`config.mk`:
```
export PLATFORM = sky130hd
export DESIGN_NAME = bwc_regs
export DESIGN_NICKNAME = d
export VERILOG_FILES = /design/src/logic/bwc_pkg.sv /design/src/logic/bwc_regs.sv
export SDC_FILE = /design/constraint.sdc
export NUM_CORES = 1
export LEC_CHECK = 0
export ABC_CLOCK_PERIOD_IN_PS = 5300
export BUFFER_PORTS_ARGS = -buffer_cell sky130_fd_sc_hd__buf_2
export CORE_ASPECT_RATIO = 0.5
export CORE_UTILIZATION = 45
export CTS_CLUSTER_SIZE = 30
export DETAILED_ROUTE_END_ITERATION = 8
export GPL_ROUTABILITY_DRIVEN = 0
export PLACE_DENSITY = 0.65
export SKIP_CTS_REPAIR_TIMING = 1
export SLEW_MARGIN = 20
export SYNTH_ARGS = -nofsm -noshare
export SYNTH_HDL_FRONTEND = slang
export SYNTH_SLANG_ARGS = --single-unit
```
`constraint.sdc`:
```
create_clock -name sys_clk_i -period 5.3 [get_ports sys_clk_i]
set_input_delay 0.265 -clock sys_clk_i [delete_from_list [all_inputs] [get_ports sys_clk_i]]
set_output_delay 0.265 -clock sys_clk_i [all_outputs]
set_load 0.02 [all_outputs]
```
`src/logic/bwc_pkg.sv`:
```
package bwc_pkg;
  // dword byte addresses in configuration space
  localparam logic [11:0] BWC_OFF_PF_BASE_UP = 12'h028;
  localparam logic [11:0] BWC_OFF_PF_LIM_UP = 12'h02c;
  localparam logic [11:0] BWC_OFF_IO_UP = 12'h030;
  localparam logic [11:0] BWC_OFF_CAP_PTR = 12'h034;
  localparam logic [11:0] BWC_OFF_INT_BC = 12'h03c;
  // reset and fixed values
  localparam logic [31:0] BWC_RST_PF_UP = 32'h0000_0000;
  localparam logic [15:0] BWC_RST_IO_UP = 16'h0000;
  localparam logic [7:0] BWC_CAP_PTR = 8'h40;
  localparam logic [7:0] BWC_RST_INT_LINE = 8'h00;
  localparam logic [7:0] BWC_RST_INT_PIN = 8'h00;
  // bridge control bit positions within the 0x3c dword
  localparam int BWC_BC_PERR = 16;
  localparam int BWC_BC_SERR = 17;
  localparam int BWC_BC_ISA = 18;
  localparam int BWC_BC_VGA = 19;
  localparam int BWC_BC_VGA16 = 20;
  localparam int BWC_BC_SRST = 22;
  // implied low bits of the windows
  localparam logic [19:0] BWC_PF_LIM_LOW = 20'hfffff;
  localparam logic [19:0] BWC_PF_BASE_LOW = 20'h00000;
  localparam logic [11:0] BWC_IO_LIM_LOW = 12'hfff;
  localparam logic [11:0] BWC_IO_BASE_LOW = 12'h000;
  // vga ranges
  localparam logic [63:0] BWC_VGA_MEM_LO = 64'h0000_0000_000a_0000;
  localparam logic [63:0] BWC_VGA_MEM_HI = 64'h0000_0000_000b_ffff;
  localparam logic [9:0] BWC_VGA_IO_A_LO = 10'h3b0;
  localparam logic [9:0] BWC_VGA_IO_A_HI = 10'h3bb;
  localparam logic [9:0] BWC_VGA_IO_B_LO = 10'h3c0;
  localparam logic [9:0] BWC_VGA_IO_B_HI = 10'h3df;
endpackage

```
`src/logic/bwc_regs.sv`:
```
// Operation
// - writable prefetch limit upper, resets zero
// - writable io base upper, resets zero
// - writable io limit upper, resets zero
// - capability pointer reads fixed 40h
// - interrupt pin read-only, 00h, loadable override on downstream ports only
// - bit16 gates poisoned tlp reporting
// - bit17 gates secondary error message forwarding
// - bit18 sends isa alias io upstream
// - bit19 forwards vga memory and io
// - vga io low bits 3b0-3bb, 3c0-3df
// - bit20 selects 10 or 16 bit decode
// - bit22 drives hot reset on ports
// - legacy bits 21,23-31 read zero
// - prefetch limit low bits treated all ones
// - base upper joins lower bits into 64-bit prefetch and 32-bit io bases
`timescale 1ns/1ps
`default_nettype none
module bwc_regs
  import bwc_pkg::*;
#(
  parameter bit UPSTREAM = 1'b0,
  parameter int NUM_DS = 2
) (
  input wire logic sys_clk_i,
  input wire logic reset_i,
  input wire logic cfg_wr_i,
  input wire logic cfg_rd_i,
  input wire logic [11:0] cfg_addr_i,
  input wire logic [3:0] cfg_be_i,
  input wire logic [31:0] cfg_wdata_i,
  output logic [31:0] cfg_rdata_o,
  output logic cfg_rvalid_o,
  input wire logic pin_load_i,
  input wire logic [7:0] pin_value_i,
  input wire logic [11:0] pf_base_low_i,
  input wire logic [11:0] pf_limit_low_i,
  input wire logic [3:0] io_base_low_i,
  input wire logic [3:0] io_limit_low_i,
  input wire logic req_valid_i,
  input wire logic req_is_io_i,
  input wire logic [63:0] req_addr_i,
  output logic req_done_o,
  output logic fwd_down_o,
  output logic fwd_up_o,
  input wire logic poison_seen_i,
  output logic poison_report_o,
  input wire logic sec_err_msg_i,
  output logic err_fwd_o,
  output logic [NUM_DS-1:0] port_reset_o
);
  logic [31:0] pf_base_upper, next_pf_base_upper;
  logic [31:0] prefetch_limit_upper, next_prefetch_limit_upper;
  logic [15:0] io_base_upper, next_io_base_upper;
  logic [15:0] io_limit_upper, next_io_limit_upper;
  logic [7:0] interrupt_routing_line, next_interrupt_routing_line;
  logic [7:0] interrupt_pin_select, next_interrupt_pin_select;
  logic parity_error_response, next_parity_error_response;
  logic secondary_error_forward_enable, next_secondary_error_forward_enable;
  logic isa_enable, next_isa_enable;
  logic vga_enable, next_vga_enable;
  logic vga_decode16, next_vga_decode16;
  logic sec_bus_reset, next_sec_bus_reset;
  logic [31:0] next_rdata;
  logic next_rvalid;
  logic next_done, next_down, next_up, next_poison, next_err;
  logic [NUM_DS-1:0] next_port_reset;
  logic [63:0] pf_base, pf_limit;
  logic [31:0] io_base, io_limit;
  logic wr_pf_b, wr_pf_l, wr_io, wr_ib;

  // byte-lane merge of a write into a stored dword
  function automatic logic [31:0] lane_merge(input logic [31:0] old_v, input logic [31:0] new_v,
                                             input logic [3:0] be);
    logic [31:0] r;
    r = old_v;
    for (int i = 0; i < 4; i++) begin
      if (be[i]) begin
        r[i*8 +: 8] = new_v[i*8 +: 8];
      end
    end
    return r;
  endfunction

  // inclusive range test shared by the io, prefetch and vga memory windows
  function automatic logic in_range(input logic [63:0] a, input logic [63:0] lo,
                                    input logic [63:0] hi);
    return (a >= lo) && (a <= hi);
  endfunction

  // vga io alias test on the low ten bits, optional full 16-bit match
  function automatic logic vga_io_hit(input logic [63:0] a, input logic dec16);
    logic low_ok, high_ok;
    low_ok = ((a[9:0] >= BWC_VGA_IO_A_LO) && (a[9:0] <= BWC_VGA_IO_A_HI)) ||
             ((a[9:0] >= BWC_VGA_IO_B_LO) && (a[9:0] <= BWC_VGA_IO_B_HI));
    high_ok = (a[63:16] == 48'h0) && (!dec16 || (a[15:10] == 6'h00));
    return low_ok && high_ok;
  endfunction

  // write decode
  assign wr_pf_b = cfg_wr_i && (cfg_addr_i[11:2] == BWC_OFF_PF_BASE_UP[11:2]);
  assign wr_pf_l = cfg_wr_i && (cfg_addr_i[11:2] == BWC_OFF_PF_LIM_UP[11:2]);
  assign wr_io = cfg_wr_i && (cfg_addr_i[11:2] == BWC_OFF_IO_UP[11:2]);
  assign wr_ib = cfg_wr_i && (cfg_addr_i[11:2] == BWC_OFF_INT_BC[11:2]);

  // full window bounds from upper fields and implied low bits
  assign pf_base = {pf_base_upper, pf_base_low_i, BWC_PF_BASE_LOW};
  assign pf_limit = {prefetch_limit_upper, pf_limit_low_i, BWC_PF_LIM_LOW};
  assign io_base = {io_base_upper, io_base_low_i, BWC_IO_BASE_LOW};
  assign io_limit = {io_limit_upper, io_limit_low_i, BWC_IO_LIM_LOW};

  // register next values; the pin override loads only on downstream ports
  always_comb begin
    logic [31:0] m;
    m = 32'h0;
    next_pf_base_upper = pf_base_upper;
    next_prefetch_limit_upper = prefetch_limit_upper;
    next_io_base_upper = io_base_upper;
    next_io_limit_upper = io_limit_upper;
    next_interrupt_routing_line = interrupt_routing_line;
    next_interrupt_pin_select = interrupt_pin_select;
    next_parity_error_response = parity_error_response;
    next_secondary_error_forward_enable = secondary_error_forward_enable;
    next_isa_enable = isa_enable;
    next_vga_enable = vga_enable;
    next_vga_decode16 = vga_decode16;
    next_sec_bus_reset = sec_bus_reset;
    if (wr_pf_b) begin
      next_pf_base_upper = lane_merge(pf_base_upper, cfg_wdata_i, cfg_be_i);
    end
    if (wr_pf_l) begin
      next_prefetch_limit_upper = lane_merge(prefetch_limit_upper, cfg_wdata_i, cfg_be_i);
    end
    if (wr_io) begin
      m = lane_merge({io_limit_upper, io_base_upper}, cfg_wdata_i, cfg_be_i);
      next_io_base_upper = m[15:0];
      next_io_limit_upper = m[31:16];
    end
    if (wr_ib) begin
      // only implemented bits are stored; 21, 23-31 have no flop
      if (cfg_be_i[0]) begin
        next_interrupt_routing_line = cfg_wdata_i[7:0];
      end
      if (cfg_be_i[2]) begin
        next_parity_error_response = cfg_wdata_i[BWC_BC_PERR];
        next_secondary_error_forward_enable = cfg_wdata_i[BWC_BC_SERR];
        next_isa_enable = cfg_wdata_i[BWC_BC_ISA];
        next_vga_enable = cfg_wdata_i[BWC_BC_VGA];
        next_vga_decode16 = cfg_wdata_i[BWC_BC_VGA16];
        next_sec_bus_reset = cfg_wdata_i[BWC_BC_SRST];
      end
    end
    if (pin_load_i && !UPSTREAM) begin
      next_interrupt_pin_select = pin_value_i;
    end
  end

  // read mux; unmapped dwords read zero
  always_comb begin
    logic [31:0] bc;
    bc = 32'h0;
    bc[BWC_BC_PERR] = parity_error_response;
    bc[BWC_BC_SERR] = secondary_error_forward_enable;
    bc[BWC_BC_ISA] = isa_enable;
    bc[BWC_BC_VGA] = vga_enable;
    bc[BWC_BC_VGA16] = vga_decode16;
    bc[BWC_BC_SRST] = sec_bus_reset;
    bc[15:0] = {interrupt_pin_select, interrupt_routing_line};
    next_rvalid = cfg_rd_i;
    next_rdata = 32'h0;
    if (cfg_rd_i) begin
      unique case (cfg_addr_i[11:2])
        BWC_OFF_PF_BASE_UP[11:2]: next_rdata = pf_base_upper;
        BWC_OFF_PF_LIM_UP[11:2]: next_rdata = prefetch_limit_upper;
        BWC_OFF_IO_UP[11:2]: next_rdata = {io_limit_upper, io_base_upper};
        BWC_OFF_CAP_PTR[11:2]: next_rdata = {24'h0, BWC_CAP_PTR};
        BWC_OFF_INT_BC[11:2]: next_rdata = bc;
        default: next_rdata = 32'h0;
      endcase
    end
  end

  // forwarding decisions; isa aliases go upstream instead of down unless they also hit vga
  always_comb begin
    logic io_win, isa_alias, vga_hit;
    io_win = in_range(req_addr_i, {32'h0, io_base}, {32'h0, io_limit});
    isa_alias = isa_enable && io_win && (req_addr_i[63:16] == 48'h0) &&
                (req_addr_i[9:8] != 2'b00);
    vga_hit = vga_enable && (req_is_io_i ? vga_io_hit(req_addr_i, vga_decode16) :
              in_range(req_addr_i, BWC_VGA_MEM_LO, BWC_VGA_MEM_HI));
    next_done = req_valid_i;
    next_up = req_valid_i && req_is_io_i && isa_alias && !vga_hit;
    next_down = 1'b0;
    if (req_valid_i) begin
      if (req_is_io_i) begin
        next_down = (io_win && !isa_alias) || vga_hit;
      end else begin
        next_down = in_range(req_addr_i, pf_base, pf_limit) || vga_hit;
      end
    end
    next_poison = poison_seen_i && parity_error_response;
    next_err = sec_err_msg_i && secondary_error_forward_enable;
    // upstream port resets every downstream port, downstream only its own link
    next_port_reset = '0;
    if (UPSTREAM) begin
      next_port_reset = {NUM_DS{sec_bus_reset}};
    end else begin
      next_port_reset[0] = sec_bus_reset;
    end
  end

  // state registers, synchronous reset
  always_ff @(posedge sys_clk_i) begin
    if (reset_i) begin
      pf_base_upper <= BWC_RST_PF_UP;
      prefetch_limit_upper <= BWC_RST_PF_UP;
      io_base_upper <= BWC_RST_IO_UP;
      io_limit_upper <= BWC_RST_IO_UP;
      interrupt_routing_line <= BWC_RST_INT_LINE;
      interrupt_pin_select <= BWC_RST_INT_PIN;
      parity_error_response <= 1'b0;
      secondary_error_forward_enable <= 1'b0;
      isa_enable <= 1'b0;
      vga_enable <= 1'b0;
      vga_decode16 <= 1'b0;
      sec_bus_reset <= 1'b0;
      cfg_rdata_o <= 32'h0;
      cfg_rvalid_o <= 1'b0;
      req_done_o <= 1'b0;
      fwd_down_o <= 1'b0;
      fwd_up_o <= 1'b0;
      poison_report_o <= 1'b0;
      err_fwd_o <= 1'b0;
      port_reset_o <= '0;
    end else begin
      pf_base_upper <= next_pf_base_upper;
      prefetch_limit_upper <= next_prefetch_limit_upper;
      io_base_upper <= next_io_base_upper;
      io_limit_upper <= next_io_limit_upper;
      interrupt_routing_line <= next_interrupt_routing_line;
      interrupt_pin_select <= next_interrupt_pin_select;
      parity_error_response <= next_parity_error_response;
      secondary_error_forward_enable <= next_secondary_error_forward_enable;
      isa_enable <= next_isa_enable;
      vga_enable <= next_vga_enable;
      vga_decode16 <= next_vga_decode16;
      sec_bus_reset <= next_sec_bus_reset;
      cfg_rdata_o <= next_rdata;
      cfg_rvalid_o <= next_rvalid;
      req_done_o <= next_done;
      fwd_down_o <= next_down;
      fwd_up_o <= next_up;
      poison_report_o <= next_poison;
      err_fwd_o <= next_err;
      port_reset_o <= next_port_reset;
    end
  end
endmodule
`default_nettype wire

```
# == Yosys cells after proc, flatten, opt, wreduce, memory -nomap -nowiden ==
# Index checks and enable logic that the tools add are counted.
# totals
reg_bits,158
inputBits,161
out_inout_bits,40
elab_cells,96
# classes
order_cmp,10
n_eq_ne,5
mux,3
bitwise,2
n_reduce_logical,47
# ops
op,count
32-bit one-hot mux with 5 select lines,1
"64-bit by 20-bit >= comparator with 1-bit output, second input constant",1
64-bit by 32-bit >= comparator with 1-bit output,1
64-bit >= comparator,1
"64-bit by 20-bit <= comparator with 1-bit output, second input constant",1
64-bit by 32-bit <= comparator with 1-bit output,1
64-bit <= comparator,1
"10-bit by 4-bit == test with 1-bit output, second input constant",5
48-bit logical NOT,1
2-bit AND reduction,14
1-bit logical AND,21
"10-bit >= comparator, second input constant",2
"10-bit <= comparator, second input constant",2
6-bit logical NOT,1
1-bit logical OR,4
2-bit OR reduction,2
1-bit logical NOT,3
1-bit 2-to-1 mux,2
1-bit NOT,2
2-bit nonzero test,1

# == Longest topological paths before layout ==
# depth
ltp_word,9
ltp_mapped,9
mapped_depth_nobuf,9

# == Worst setup path before layout ==
# OpenSTA, ideal clock, no wires.
# synth_timing
path_type,register to register
from,register prefetch_limit_upper[14]
to,register fwd_down_o
setup_time_ps,74
t_arrival_ps,1835
t_required_ps,5226
path_slack_ps,3391
path_stages_with_launch,10
n_path_buf,0
period_less_slack_ps,1909
cell_sequence,dfxtp_1 > inv_1 > ha_1 > nand4_1 > nor4_1 > nand2_1 > nor4_1 > mux2_2 > a21oi_1 > o21ai_0
# synth_between
elab_chain_cells,4
# synth_rtl
item,line,text
from (decl),bwc_regs.sv:53,"logic [31:0] prefetch_limit_upper, next_prefetch_limit_upper;"
from (signal assigned),bwc_regs.sv:237,prefetch_limit_upper <= next_prefetch_limit_upper;
64-bit <= comparator,bwc_regs.sv:88,return (a >= lo) && (a <= hi);
1-bit logical AND,bwc_regs.sv:88,
1-bit logical OR,bwc_regs.sv:198,"next_down = in_range(req_addr_i, pf_base, pf_limit) || vga_hit;"
1-bit 2-to-1 mux,bwc_regs.sv:195,if (req_is_io_i) begin
to (signal assigned),bwc_regs.sv:251,fwd_down_o <= next_down;
to (decl),bwc_regs.sv:44,"output logic fwd_down_o,"
# Every way passes these cells.
# A chain may end at the register's enable or synchronous reset.

# == Worst setup path in the final report ==
# layout_timing
from,register prefetch_limit_upper[15]
to,register fwd_down_o
# Same word-level chain as after synthesis.

==> impl_results.md <==
- Status: finished, final reports clean
- Max H-tree Level: 4
- Root Buffer: clkbuf_16
- Unique masters post-synth: 45
- Worst min path class: primary input to flop
- Final Hold Viols: 0
- Area added between synthesis and finish: 18.9%
- Hold Startpoint: poison_seen_i
- Initial cell density of the core: 0.469
- TritonCTS clock tree: yes
- Clock Sinks: about 160
- Layout cells sized above 1: 0.177
- Slew margin rel.: 0.398
- Clock Latency Late Sink: approximately 0.44 ns
- Crit path launch type: flop
- Die H: about 100 um
- Via count: just over 9000
- Critical path capture point type: flop
- Reg2reg start: prefetch_limit_upper[15]
- Yosys warnings: 0
- DRC: 0
- Wire per inst: ~17 um
- Slew @ Worst Pin: just under 0.9 ns
- Fin cells: roughly 1700
- Multi-input logic area: between 0.005 and 0.006 sq mm
- Max Fclk: roughly 340 MHz
- Period minus WS final: ~2.9 ns
- Primary FF master, synth: dfxtp_1
- FFs w/ async S/R, synth: 0
- Final Cycle Share: 0.548
- Post-Synthesis Cell Area: between 0.009 and 0.01 sq mm
- Cell area power density: 244 mW/mm^2
- Mapped Cells: 1196
- Synth top area share: 0.336
- Fin Clk Skew: between 0.01 and 0.015 ns
- Cell Rows: 36
- Die Wd: 206 um
- Unrepaired setup endpoints after global routing: false
- Nets@finish: around 1700
- Total global routing overflow: 0
- Total track usage: 0.274
- Initial antenna violation count: 0
- Synth top area cells: dfxtp_1 (34%), ha_1 (17%), nand2_1 (9.1%)
- Ant. Diodes: 0
- Setup TNS: 0 ns
- Slew Limit Fails: 0
- Endpoints failing setup: 0
- Die Area: approximately 0.021 sq mm
- Number of antenna-violating nets in the routed design: 0
- Number of global-route vias before repair: ~9000
- Crit. Startpoint: prefetch_limit_upper[15]
- Worst endpoint required time: roughly 5.7 ns
- Dpl hpwl: between 20 and 25 mm
- First-pass GRT wire length: between 40 and 50 mm
- Kind of critical path: flop to flop
- Leading area contributor after synthesis: dfxtp_1
- Synthesized area per cell: 7.81 sq um
- DRT Pass-1 Iters: 5
- Yosys reg bits: roughly 160
- Arrival time worst endpoint: roughly 3.3 ns
- Crit-path max FO: 3
- Maxcap violations: 0
- Leak: 4.80 nW
- Worst vdd ir: ~0.00016 V
- Filler cell count in the final layout: 1879
- Register area share after synthesis: 0.336
- Number of flops mapped to enable cells by yosys: 0
- Reg clk slew, reported paths: around 0.070 ns
- Final WL: 28.7 mm
- Synthesized netlist net count: between 1000 and 1500
- Core area: approximately 0.02 sq mm
- Port Buffers: 197
- Vias per std cell: approximately 5.5
- DP Cell Count: approximately 1600
- Largest net degree at the start of global routing: slightly above 70
- Initial DRC Count: roughly 660
- Sequential cell area: ~0.0031 sq mm
- CTS buffer count: 17
- IO Pins: between 200 and 250
- Clock buffer depth: 2
-- state kept, by name, indices dropped and copies added (netlist names) --
name                            count
secondary_error_forward_enable      1
io_limit_upper                     16
fwd_down_o                          1
interrupt_pin_select                8
interrupt_routing_line              8
parity_error_response               1
vga_enable                          1
prefetch_limit_upper               32
vga_decode16                        1
req_done_o                          1
io_base_upper                      16
pf_base_upper                      32
fwd_up_o                            1
poison_report_o                     1
sec_bus_reset                       1
cfg_rdata_o                        32
isa_enable                          1
err_fwd_o                           1
port_reset_o                        1
cfg_rvalid_o                        1
-- stage by stage --
stage / cell area (sq um) / setup WS [ns] / hold slack [ns] / power (mW) / util
2_1_floorplan: 9340 / 3.39 / 0.386 / 1.36 / -
3_3_place_gp: 10500 / 2.54 / 0.439 / 1.50 / 0.528
3_5_place_dp: 10500 / 2.48 / 0.445 / 1.51 / 0.528
4_1_cts: 11100 / 2.54 / 0.0353 / 2.72 / 0.558
5_1_grt: 11100 / 2.39 / 0.0380 / 2.82 / 0.558
6_report: 11100 / 2.39 / 0.0536 / 2.71 / 0.558
-- critical path, cell delays in order (launching register included) --
cell and delay [ns]:
dfxtp_1 0.38, inv_1 0.06, ha_1 0.30, nand4_1 0.14
nor4_1 0.80, nand2_1 0.29, nor4_1 0.41, mux2_2 0.21
a21oi_1 0.04, o21ai_0 0.19
-- power breakdown --
group,internal (mW),switching (mW),total [mW]
combinational,0.118,0.180,0.299
clock,0.695,0.530,1.23
sequential,1.18,0.00225,1.19
-- placed cells by master (no fill, tap or decap), drive strengths merged, types with 3 or more instances in the layout --
| master | instances |
|---|---|
| a211oi | 3 |
| a21oi | 121 |
| a221oi | 5 |
| a222oi | 21 |
| a22oi | 10 |
| a31oi | 4 |
| and2 | 8 |
| and3 | 3 |
| buf | 203 |
| clkbuf | 20 |
| clkinv | 5 |
| dfxtp | 157 |
| ha | 128 |
| inv | 139 |
| mux2i | 54 |
| nand2 | 227 |
| nand2b | 4 |
| nand3 | 23 |
| nand4 | 24 |
| nor2 | 108 |
| nor3 | 6 |
| nor4 | 22 |
| o211ai | 3 |
| o21ai | 56 |
-- metal layers --
layer	share of wire	global-route usage	vias to the layer above
met2	0.47	0.456	322
met4	0.013	0.0651	0
met5	0	0	-
met1	0.44	0.362	4342
met3	0.073	0.0539	34
li1	-	-	4473
-- path summary, 6_finish.rpt --
kind / to / cells past startpoint / slack [ns]
hold / removal: poison_report_o / 3 / 0.05
setup reg to reg: fwd_down_o / 9 / 2.39
hold reg to reg: pf_base_upper[6] / 2 / 0.45
setup / recovery: fwd_down_o / 9 / 2.39
-- synthesized netlist by cell type, types with 2 or more instances --
library cell	number
nand2_1	227
dfxtp_1	157
inv_1	135
ha_1	128
a21oi_1	121
nor2_1	108
o21ai_0	56
mux2i_1	54
clkbuf_1	33
nand4_1	24
nor4_1	22
a222oi_1	21
nand3_1	18
buf_4	11
a22oi_1	10
and2_1	8
a221oi_1	5
nand3_2	5
nor3_1	5
a31oi_1	4
nand2b_1	4
a211oi_1	3
and3_1	3
o211ai_1	3
a2111oi_0	2
a211o_1	2
a21boi_0	2
a21o_1	2
and3b_1	2
and4_1	2
nor2b_1	2
o22ai_1	2
or2_2	2
or4_1	2
-- cell families after synthesis --
| group | Yosys count | share of synthesized area |
|---|---|---|
| adder cells (fa/ha/maj) | 128 | 0.171 |
| buffers and inverters | 179 | 0.0763 |
| other | 1 | 0.000401 |
| flip-flops | 157 | 0.336 |
| AND/OR/NAND/NOR | 438 | 0.206 |
| multiplexers | 55 | 0.0591 |
| AO/OA/AOI/OAI | 238 | 0.150 |
-- final cells by class --
type	count	share of cell area
multi-input combinational	860	0.495
sequential	157	0.283
inverter	135	0.0456
clock inverter	12	0.0114
tap	266	0.0300
timing repair buffer	203	0.0930
clock buffer	20	0.0420
Power figures use the tool's default switching activity.
